File: config.mk
export PLATFORM = sky130hd
export DESIGN_NAME = mfpm_top
export DESIGN_NICKNAME = d
export VERILOG_FILES = /design/src/mfpm_pkg.sv /design/src/mfpm_top.sv
export SDC_FILE = /design/constraint.sdc
export NUM_CORES = 1
export LEC_CHECK = 0
export BUFFER_PORTS_ARGS = -buffer_cell sky130_fd_sc_hd__buf_4
export CAP_MARGIN = 20
export CORE_MARGIN = 4
export CORE_UTILIZATION = 41
export CTS_CLUSTER_DIAMETER = 40
export DETAILED_ROUTE_END_ITERATION = 6
export PLACE_DENSITY = 0.78
export SLEW_MARGIN = 20
export SYNTH_ARGS = -nofsm -noshare
export SYNTH_HDL_FRONTEND = slang
export SYNTH_SLANG_ARGS = --single-unit
File: constraint.sdc
create_clock -name pclk -period 2 [get_ports pclk]
set_input_delay 0.2 -clock pclk [delete_from_list [all_inputs] [get_ports pclk]]
set_output_delay 0.2 -clock pclk [all_outputs]
set_load 0.02 [all_outputs]
File: src/mfpm_pkg.sv
// Constants, carrier types and register map of the multifunction status pin selector
// What this block does
// - Code bit 7 set drives pin as output
// - 0x80 low, 0x81 high, 0x82 clock/32
// - 0x83 one short strobe per watchdog expiry
// - 0x84-0x86 mirror memory write/read/fault status
// - 0x88 multiplier lock, 0x89 multiplier stable
// - 0x8B/0x8C per-channel digital, analog, multiplier lock AND
// - 0x8A both channels fully locked
// - 0x90 OR of interrupts; 0x91-0x93 single lines
// - 0xA0-0xA3 reference fault flags
// - 0xA8-0xAB reference valid flags
// - 0xB0-0xB3 reference active in either channel
// - 0xC0-0xC3 channel 0 lock and calibration status
// - 0xC5-0xC7 channel 0 free run, holdover, switchover
// - 0xC8-0xCB channel 0 tuning history, clamp, slew
// - 0xCC channel 0 distribution sync pulse event
// - 0xD0-0xDC same indications for channel 1
// - Bit 7 clear: pin is a high-impedance input
package mfpm_pkg;

	// Timing: strobe is a least time, so it rounds up
	localparam int CLK_PERIOD_NS = 50;
	localparam int STROBE_NS = 40;
	localparam int STROBE_CYC_RAW = (STROBE_NS + CLK_PERIOD_NS - 1) / CLK_PERIOD_NS;
	localparam int STROBE_CYC = (STROBE_CYC_RAW < 1) ? 1 : STROBE_CYC_RAW;
	localparam int STROBE_W = 4;
	localparam int DIV_RATIO = 32;
	localparam int DIV_W = $clog2(DIV_RATIO);

	// Register byte offsets
	localparam int ADDR_W = 8;
	localparam logic [7:0] ADDR_FUNC = 8'h00;
	localparam logic [7:0] ADDR_PIN = 8'h04;
	localparam logic [7:0] ADDR_ISTAT = 8'h08;
	localparam logic [7:0] ADDR_ICLR = 8'h0c;
	localparam logic [7:0] ADDR_IEN = 8'h10;

	// Reset values and field positions
	localparam logic [7:0] FUNC_RESET = 8'h00;
	localparam int DIR_BIT = 7;
	localparam int PIN_OUT_BIT = 0;
	localparam int PIN_IN_BIT = 1;
	localparam int PIN_OE_BIT = 2;
	localparam int IRQ_W = 3;
	localparam int IRQ_WDOG_BIT = 0;
	localparam int IRQ_PIN_IN_BIT = 1;
	localparam int IRQ_PIN_OUT_BIT = 2;
	localparam logic [IRQ_W-1:0] IEN_RESET = 3'h0;

	// Exact output function codes
	localparam logic [7:0] FN_LOW = 8'h80;
	localparam logic [7:0] FN_HIGH = 8'h81;
	localparam logic [7:0] FN_DIV = 8'h82;
	localparam logic [7:0] FN_WDOG = 8'h83;
	localparam logic [7:0] FN_MEM_WR = 8'h84;
	localparam logic [7:0] FN_MEM_RD = 8'h85;
	localparam logic [7:0] FN_MEM_FAULT = 8'h86;
	localparam logic [7:0] FN_SM_LOCK = 8'h88;
	localparam logic [7:0] FN_SM_STABLE = 8'h89;
	localparam logic [7:0] FN_ALL_LOCK = 8'h8a;
	localparam logic [7:0] FN_CH0_LOCK = 8'h8b;
	localparam logic [7:0] FN_CH1_LOCK = 8'h8c;
	localparam logic [7:0] FN_IRQ_ANY = 8'h90;
	localparam logic [7:0] FN_IRQ_COMMON = 8'h91;
	localparam logic [7:0] FN_IRQ_CH0 = 8'h92;
	localparam logic [7:0] FN_IRQ_CH1 = 8'h93;

	// Grouped codes: reference groups match code[7:2], channel groups code[7:4]
	localparam logic [5:0] FN_REF_FAULT_GRP = 6'h28;
	localparam logic [5:0] FN_REF_VALID_GRP = 6'h2a;
	localparam logic [5:0] FN_REF_ACT_GRP = 6'h2c;
	localparam logic [3:0] FN_CH0_GRP = 4'hc;
	localparam logic [3:0] FN_CH1_GRP = 4'hd;

	localparam int NUM_CHAN = 2;
	localparam int NUM_REF = 4;
	localparam int CHAN_SRC_W = 13;

	// Per-channel status; bit position equals the low nibble of its code
	typedef struct packed {
		logic sync_pulse;
		logic slew_limited;
		logic tw_clamp;
		logic tw_hist_upd;
		logic tw_hist_avail;
		logic switchover;
		logic holdover;
		logic free_run;
		logic active;
		logic an_cal;
		logic an_lock;
		logic freq_lock;
		logic phase_lock;
	} mfpm_chan_t;

	// Per-reference status
	typedef struct packed {
		logic active_ch1;
		logic active_ch0;
		logic valid;
		logic fault;
	} mfpm_ref_t;

	// All live status that the pin may show
	typedef struct packed {
		logic [NUM_CHAN-1:0] irq_chan;
		logic irq_common;
		mfpm_chan_t [NUM_CHAN-1:0] chan;
		mfpm_ref_t [NUM_REF-1:0] refs;
		logic sm_stable;
		logic sm_lock;
		logic mem_fault;
		logic mem_rd_busy;
		logic mem_wr_busy;
	} mfpm_stat_t;

endpackage

File: src/mfpm_top.sv
// Multifunction status pin selector with its APB register slave
`timescale 1ns/1ps
module mfpm_top
	import mfpm_pkg::*;
(
	input wire logic pclk,
	input wire logic presetn,
	input wire logic psel,
	input wire logic penable,
	input wire logic pwrite,
	input wire logic [ADDR_W-1:0] paddr,
	input wire logic [31:0] pwdata,
	output logic [31:0] prdata,
	output logic pready,
	output logic pslverr,
	input wire mfpm_stat_t stat,
	input wire logic wdog_expire,
	input wire logic pin_in,
	output logic pin_out,
	output logic pin_oe,
	output logic irq
);

	logic [7:0] func_q, func_d;
	logic [IRQ_W-1:0] ien_q, ien_d;
	logic [IRQ_W-1:0] ists_q, ists_d;
	logic [31:0] rdata_q, rdata_d;
	logic [DIV_W-1:0] div_q, div_d;
	logic [STROBE_W-1:0] strobe_q, strobe_d;
	logic pin_q, pin_d;
	logic oe_q, oe_d;
	logic in_meta_q, in_sync_q, in_prev_q;
	logic sel_src;
	logic setup, access, wr_en, mapped;
	logic [NUM_CHAN-1:0] chan_lock;
	logic [NUM_CHAN-1:0] chan_pick;
	logic [IRQ_W-1:0] ev_set, ev_clr;

	// APB decode; zero wait states, so the access phase always completes
	assign setup = psel & ~penable;
	assign access = psel & penable;
	assign wr_en = access & pwrite;
	assign mapped = (paddr == ADDR_FUNC) | (paddr == ADDR_PIN) | (paddr == ADDR_ISTAT)
		| (paddr == ADDR_ICLR) | (paddr == ADDR_IEN);
	assign pready = 1'b1;
	assign pslverr = access & ~mapped;
	assign prdata = rdata_q;

	// Per-channel lock product and status pick, one copy per channel
	for (genvar ch = 0; ch < NUM_CHAN; ch++) begin : g_chan
		logic [CHAN_SRC_W-1:0] src;
		assign src = stat.chan[ch];
		assign chan_lock[ch] = stat.chan[ch].phase_lock & stat.chan[ch].an_lock
			& stat.sm_lock;
		// Codes past the last channel entry fall to low
		assign chan_pick[ch] = (32'(func_q[3:0]) < CHAN_SRC_W) ? src[func_q[3:0]]
			: 1'b0;
	end

	// Source selection from the function code
	always_comb begin
		sel_src = 1'b0;
		case (func_q)
			FN_LOW: sel_src = 1'b0;
			FN_HIGH: sel_src = 1'b1;
			FN_DIV: sel_src = div_q[DIV_W-1];
			FN_WDOG: sel_src = (strobe_q != '0);
			FN_MEM_WR: sel_src = stat.mem_wr_busy;
			FN_MEM_RD: sel_src = stat.mem_rd_busy;
			FN_MEM_FAULT: sel_src = stat.mem_fault;
			FN_SM_LOCK: sel_src = stat.sm_lock;
			FN_SM_STABLE: sel_src = stat.sm_stable;
			FN_ALL_LOCK: sel_src = &chan_lock;
			FN_CH0_LOCK: sel_src = chan_lock[0];
			FN_CH1_LOCK: sel_src = chan_lock[1];
			FN_IRQ_ANY: sel_src = stat.irq_common | (|stat.irq_chan);
			FN_IRQ_COMMON: sel_src = stat.irq_common;
			FN_IRQ_CH0: sel_src = stat.irq_chan[0];
			FN_IRQ_CH1: sel_src = stat.irq_chan[1];
			default: begin
				if (func_q[7:2] == FN_REF_FAULT_GRP) begin
					sel_src = stat.refs[func_q[1:0]].fault;
				end else if (func_q[7:2] == FN_REF_VALID_GRP) begin
					sel_src = stat.refs[func_q[1:0]].valid;
				end else if (func_q[7:2] == FN_REF_ACT_GRP) begin
					sel_src = stat.refs[func_q[1:0]].active_ch0
						| stat.refs[func_q[1:0]].active_ch1;
				end else if (func_q[7:4] == FN_CH0_GRP) begin
					sel_src = chan_pick[0];
				end else if (func_q[7:4] == FN_CH1_GRP) begin
					sel_src = chan_pick[1];
				end else begin
					sel_src = 1'b0;
				end
			end
		endcase
	end

	// Pin drive: registered so the pin never glitches while the mux settles
	always_comb begin
		oe_d = func_q[DIR_BIT];
		pin_d = func_q[DIR_BIT] ? sel_src : 1'b0;
	end

	// Divider and watchdog strobe timing
	always_comb begin
		div_d = div_q + 1'b1;
		if (wdog_expire) begin
			strobe_d = STROBE_W'(STROBE_CYC);
		end else if (strobe_q != '0) begin
			strobe_d = strobe_q - 1'b1;
		end else begin
			strobe_d = strobe_q;
		end
	end

	// Events set sticky bits; a set in the clear cycle wins
	always_comb begin
		ev_set = '0;
		ev_set[IRQ_WDOG_BIT] = wdog_expire;
		ev_set[IRQ_PIN_IN_BIT] = ~func_q[DIR_BIT] & in_sync_q & ~in_prev_q;
		ev_set[IRQ_PIN_OUT_BIT] = oe_q & pin_d & ~pin_q;
		ev_clr = (wr_en && paddr == ADDR_ICLR) ? pwdata[IRQ_W-1:0] : '0;
		ists_d = (ists_q & ~ev_clr) | ev_set;
	end

	// Register writes and the read data captured in the setup phase
	always_comb begin
		func_d = func_q;
		ien_d = ien_q;
		if (wr_en && paddr == ADDR_FUNC) begin
			func_d = pwdata[7:0];
		end
		if (wr_en && paddr == ADDR_IEN) begin
			ien_d = pwdata[IRQ_W-1:0];
		end
		rdata_d = rdata_q;
		if (setup) begin
			rdata_d = '0;
			if (!pwrite) begin
				case (paddr)
					ADDR_FUNC: rdata_d[7:0] = func_q;
					ADDR_PIN: begin
						rdata_d[PIN_OUT_BIT] = pin_q;
						rdata_d[PIN_IN_BIT] = in_sync_q;
						rdata_d[PIN_OE_BIT] = oe_q;
					end
					ADDR_ISTAT: rdata_d[IRQ_W-1:0] = ists_q;
					ADDR_IEN: rdata_d[IRQ_W-1:0] = ien_q;
					default: rdata_d = '0;
				endcase
			end
		end
	end

	// State registers
	always_ff @(posedge pclk or negedge presetn) begin
		if (!presetn) begin
			func_q <= FUNC_RESET;
			ien_q <= IEN_RESET;
			ists_q <= '0;
			rdata_q <= '0;
			div_q <= '0;
			strobe_q <= '0;
			pin_q <= 1'b0;
			oe_q <= 1'b0;
		end else begin
			func_q <= func_d;
			ien_q <= ien_d;
			ists_q <= ists_d;
			rdata_q <= rdata_d;
			div_q <= div_d;
			strobe_q <= strobe_d;
			pin_q <= pin_d;
			oe_q <= oe_d;
		end
	end

	// Pin input synchroniser; only the second and third stages are looked at
	always_ff @(posedge pclk or negedge presetn) begin
		if (!presetn) begin
			in_meta_q <= 1'b0;
			in_sync_q <= 1'b0;
			in_prev_q <= 1'b0;
		end else begin
			in_meta_q <= pin_in;
			in_sync_q <= in_meta_q;
			in_prev_q <= in_sync_q;
		end
	end

	assign pin_out = pin_q;
	assign pin_oe = oe_q;
	assign irq = |(ists_q & ien_q);

	// Divider check helper: age of the divider code and length of each steady pin run.
	// The pin lags the code by one edge, so a run counts only after two divider samples.
	logic [1:0] div_age_q, div_age_d;
	logic [DIV_W:0] run_q, run_d;
	logic run_ok_q, run_ok_d;
	logic pin_prev_q;
	logic div_live, div_edge;
	always_comb begin
		div_live = (div_age_q == 2'h2);
		div_edge = div_live & (pin_out != pin_prev_q);
		div_age_d = 2'h0;
		if (func_q == FN_DIV) begin
			div_age_d = div_live ? div_age_q : div_age_q + 2'h1;
		end
		run_d = '0;
		run_ok_d = 1'b0;
		if (div_edge) begin
			run_d = (DIV_W+1)'(1);
			run_ok_d = 1'b1;
		end else if (div_live) begin
			run_d = (run_q == '1) ? run_q : run_q + 1'b1; // Saturates, never wraps
			run_ok_d = run_ok_q;
		end
	end

	// Divider check helper registers
	always_ff @(posedge pclk or negedge presetn) begin
		if (!presetn) begin
			div_age_q <= 2'h0;
			run_q <= '0;
			run_ok_q <= 1'b0;
			pin_prev_q <= 1'b0;
		end else begin
			div_age_q <= div_age_d;
			run_q <= run_d;
			run_ok_q <= run_ok_d;
			pin_prev_q <= pin_out;
		end
	end

	// Checks
	static_low_a: assert property (@(posedge pclk) disable iff (!presetn)
		func_q == FN_LOW |=> !pin_out && pin_oe)
		else $error("static low code drove pin high");

	static_high_a: assert property (@(posedge pclk) disable iff (!presetn)
		func_q == FN_HIGH |=> pin_out && pin_oe)
		else $error("static high code drove pin low");

	div_half_a: assert property (@(posedge pclk) disable iff (!presetn)
		div_live |-> (div_edge ? (!run_ok_q || run_q == (DIV_W+1)'(DIV_RATIO / 2))
		: run_q < (DIV_W+1)'(DIV_RATIO / 2)))
		else $error("divided clock half period is not sixteen cycles");

	wdog_strobe_a: assert property (@(posedge pclk) disable iff (!presetn)
		wdog_expire && func_q == FN_WDOG ##1 func_q == FN_WDOG && !wdog_expire
		##1 func_q == FN_WDOG |-> pin_out ##1 !pin_out)
		else $error("watchdog strobe not one cycle wide");

	mem_mirror_a: assert property (@(posedge pclk) disable iff (!presetn)
		func_q == FN_MEM_RD |=> pin_out == $past(stat.mem_rd_busy))
		else $error("memory read status not mirrored");

	all_lock_a: assert property (@(posedge pclk) disable iff (!presetn)
		func_q == FN_ALL_LOCK |=> pin_out == ($past(stat.sm_lock)
		&& $past(stat.chan[0].phase_lock) && $past(stat.chan[0].an_lock)
		&& $past(stat.chan[1].phase_lock) && $past(stat.chan[1].an_lock)))
		else $error("combined lock output wrong");

	irq_any_a: assert property (@(posedge pclk) disable iff (!presetn)
		func_q == FN_IRQ_ANY && (stat.irq_common || stat.irq_chan != '0) |=> pin_out)
		else $error("interrupt OR output missed a request");

	ref_fault_a: assert property (@(posedge pclk) disable iff (!presetn)
		func_q[7:2] == FN_REF_FAULT_GRP |=>
		pin_out == $past(stat.refs[func_q[1:0]].fault))
		else $error("reference fault flag not shown");

	chan1_hold_a: assert property (@(posedge pclk) disable iff (!presetn)
		func_q == 8'hd6 |=> pin_out == $past(stat.chan[1].holdover))
		else $error("channel 1 holdover not shown");

	input_mode_a: assert property (@(posedge pclk) disable iff (!presetn)
		!func_q[DIR_BIT] |=> !pin_oe && !pin_out)
		else $error("pin driven while in input mode");

	unlisted_low_a: assert property (@(posedge pclk) disable iff (!presetn)
		func_q == 8'h87 || func_q == 8'h8e |=> !pin_out)
		else $error("unlisted code drove pin high");

	irq_set_wins_a: assert property (@(posedge pclk) disable iff (!presetn)
		wdog_expire && ien_q[IRQ_WDOG_BIT] && !(wr_en && paddr == ADDR_IEN)
		|=> irq && ists_q[IRQ_WDOG_BIT])
		else $error("watchdog event lost from interrupt");

endmodule // mfpm_top

==> reports/results.ini <==
[drt]
totalWireLength_um = 5950
ant_nets = 0
drc_errors = 0
vias = 2125
drtPass1Iterations = 5
dr.first_iter.drc_count = 106
drt-wirelength-per-cell_um = 14.4
via_per_inst = 5.16

[power_and_ir_drop]
swShare_pct = 27.4
intPower_w = 0.00130
power.share.clock_pct = 30.9
p_leak_nw = 1.52
peakVddDrop_mv = 0.446
power_density_nw_per_um2 = 557
p_comb_share_pct = 24.6
power_frac_seq_pct = 44.6
p_sw_w = 0.000490

[finish]
drive_gt1_share_pct = 38.2
area_growth_pct = 32.2
diodes = 0
finalNetCount = 440
postLayoutCellArea_um2 = 3210

[sta]
fin_crit_ns = 1.90
final_max_slew_viol_count = 0
setup_slack_ns = 0.103
finalSetupViolCount = 0
final.setup_skew_ns = 0.00276
timing.final.crit_share_pct = 94.8
rsz0062_at_grt = no
hold_viol_final = 0
fmax_mhz = 527

[logic_synthesis]
yosys.area_share.simple_pct = 16.2
ys_seq_elements = 36
yosysWarnings = 0
synth_flop_cell = dfrtp_1
synth_top_cell_area_share_pct = 37.2
synth_xor_area_share_pct = 1.44
synth.avg_cell_area_um2 = 9.70
synth.mux.area_fraction_pct = 16.0
synthArstFlopShare_pct = 100
syn-cell-area_um2 = 2420
synth_top_area_cell = dfrtp_1
syn_inst = 250
synth_cell_types = 48
synth_top_family_by_area = simple AND/OR/NAND/NOR gates
synthTopCellsByArea = dfrtp_1, buf_4, mux2_2
synth_compound_area_share_pct = 14.9
synthAdderAreaFrac_pct = 1.96
ys_seq_area_share_pct = 37.2
synth_edf_count = 0

[critical_path]
cp-end-kind = flop
path_class = reg -> reg
r2r_setup_slack_ns = 0.10
crit_arrival_ns = 2.07
crit_fanout = 5
start_kind = flop
worstPathRequired_ns = 2.17

[placed_design]
dp_hpwl_um = 4830
place_area_um2 = 3080
numPortBuffers = 84
place_ws_ns = -0.0536
gp_congestion = 0.828

[die]
initial_core_util_pct = 43.2
placementRows = 27
fp.dieW_um = 84.9
core-area_um2 = 5610
ios = 134
die_h_um = 84.9
die-area_um2 = 7210

[clock_tree]
cts_root_buffer = clkbuf_8
cts_buffers = 5
htreeDepth = 2
cts_setup_buffers = 0
cts.path.max_buffers = 2
cts_tree = yes
clock_sinks = 36
clk_latency_ns = 0.29
clkTransAtPathRegs_ns = 0.07

[global_route]
grt_max_degree = 37
grt_pass1_vias = 2091
antenna_found_initial = 0
gr-usage-all-layers_pct = 16.5
grt_overflow = 0
grt_pass1_wl_um = 9580

[worst_hold_path]
hp-class = in -> reg

[job]
maxCapViolCount = 0

[outcome]
run_status = complete, no violations

-- worst paths after layout --
path,from,to,depth (start not counted)
setup / recovery,func_q[0],ists_q[2],6
hold / removal,pin_in,in_meta_q,1
setup reg to reg,func_q[0],ists_q[2],6
hold reg to reg,in_meta_q,in_sync_q,0
max in group asynchronous,presetn,func_q[1],2
min in group asynchronous,presetn,div_q[0],2
-- power groups by stage --
stage / Combinational, W / Sequential [W] / Clock (W)
final: 0.000439 / 0.000796 / 0.000551
after floorplan: 0.000287 / 0.000802 / 0
after CTS: 0.000442 / 0.000796 / 0.000571
after global routing: 0.000493 / 0.000802 / 0.000608
after detailed placement: 0.000438 / 0.000810 / 0
after global placement: 0.000419 / 0.000807 / 0
-- synthesized netlist by cell type, types with 6 or more instances --
library cell and count:
nor3_1 7, clkbuf_1 6, nor2_1 21, buf_2 6, mux2i_1 13, a22o_1 6, buf_4 27, a21oi_1 9
o21ai_0 9, dfrtp_1 36, inv_1 7, nand2_1 14, nand3_1 6, mux2_2 12, a211oi_1 6
-- per-layer routing --
metal / global-route usage [%] / wire length [um] / up-vias
met1: 20.4 / 2490 / 1002
met5: 0 / 0 / -
met4: 4.89 / 102 / 0
li1: - / - / 1034
met3: 4.85 / 396 / 10
met2: 27.9 / 2960 / 79
-- cell type report --
type | count | area (um^2)
Clock buffer | 7 | 96.3
Tap cell | 72 | 90.1
Multi-Input combinational cell | 190 | 1330
Fill cell | 528 | 2400
Sequential cell | 36 | 903
Inverter | 7 | 26.3
Timing Repair Buffer | 100 | 757
-- sequential cells by signal (all words and copies together) (netlist names) --
| name | cells |
|---|---|
| pin_out | 1 |
| func_q | 8 |
| ists_q | 3 |
| in_prev_q | 1 |
| ien_q | 3 |
| prdata | 8 |
| strobe_q | 4 |
| pin_oe | 1 |
| in_sync_q | 1 |
| div_q | 5 |
| in_meta_q | 1 |
-- timing repair --
| item | in CTS | in global routing |
|---|---|---|
| gates resized for setup | 2 | 4 |
| pin swaps | 0 | 1 |
| hold buffers | 1 | 0 |
| endpoints found under the hold margin | 36 | 0 |
| setup endpoints to repair | 2 | 2 |
-- through the flow --
step	total power, W	util [%]	TNS (ns)	std cells	hold WS [ns]
after floorplan	0.00109	-	0	273	-0.0956
after global placement	0.00123	54.9	-0.0440	404	0.175
after detailed placement	0.00125	54.9	-0.0765	404	0.182
after CTS	0.00181	57.0	0	412	0.00312
after global routing	0.00190	57.2	0	412	0.00130
final	0.00179	57.2	0	412	0.0188
-- worst max-delay path, cell delays in order, from the launching register on --
cell and delay (ns):
dfrtp_2 0.43, mux4_1 0.57, mux2_2 0.29, nand4_1 0.11
o211ai_2 0.10, a41oi_2 0.19, o31ai_1 0.10
-- cell families after synthesis --
logic type / after synthesis
compound gates: 51
fa+ha+maj: 4
flops: 36
mux: 30
xor+xnor: 4
buf+inv: 47
simple gates: 76
other cells: 2
-- placed cells by master (no fill, tap or decap), drive strengths merged, types with 5 or more instances in the layout --
master,netlist,final
nor3,7,7
a21oi,9,9
a31oi,5,5
buf,34,99
nand3,6,6
mux2,12,12
conb,2,25
a211oi,6,6
clkbuf,6,7
mux4,5,5
nor2b,5,5
dfrtp,36,36
a22o,6,6
nor3b,5,5
mux2i,13,13
nor2,21,21
nand2b,5,5
inv,7,7
o21ai,9,9
nand2,14,14
Power figures use the tool's default switching activity.
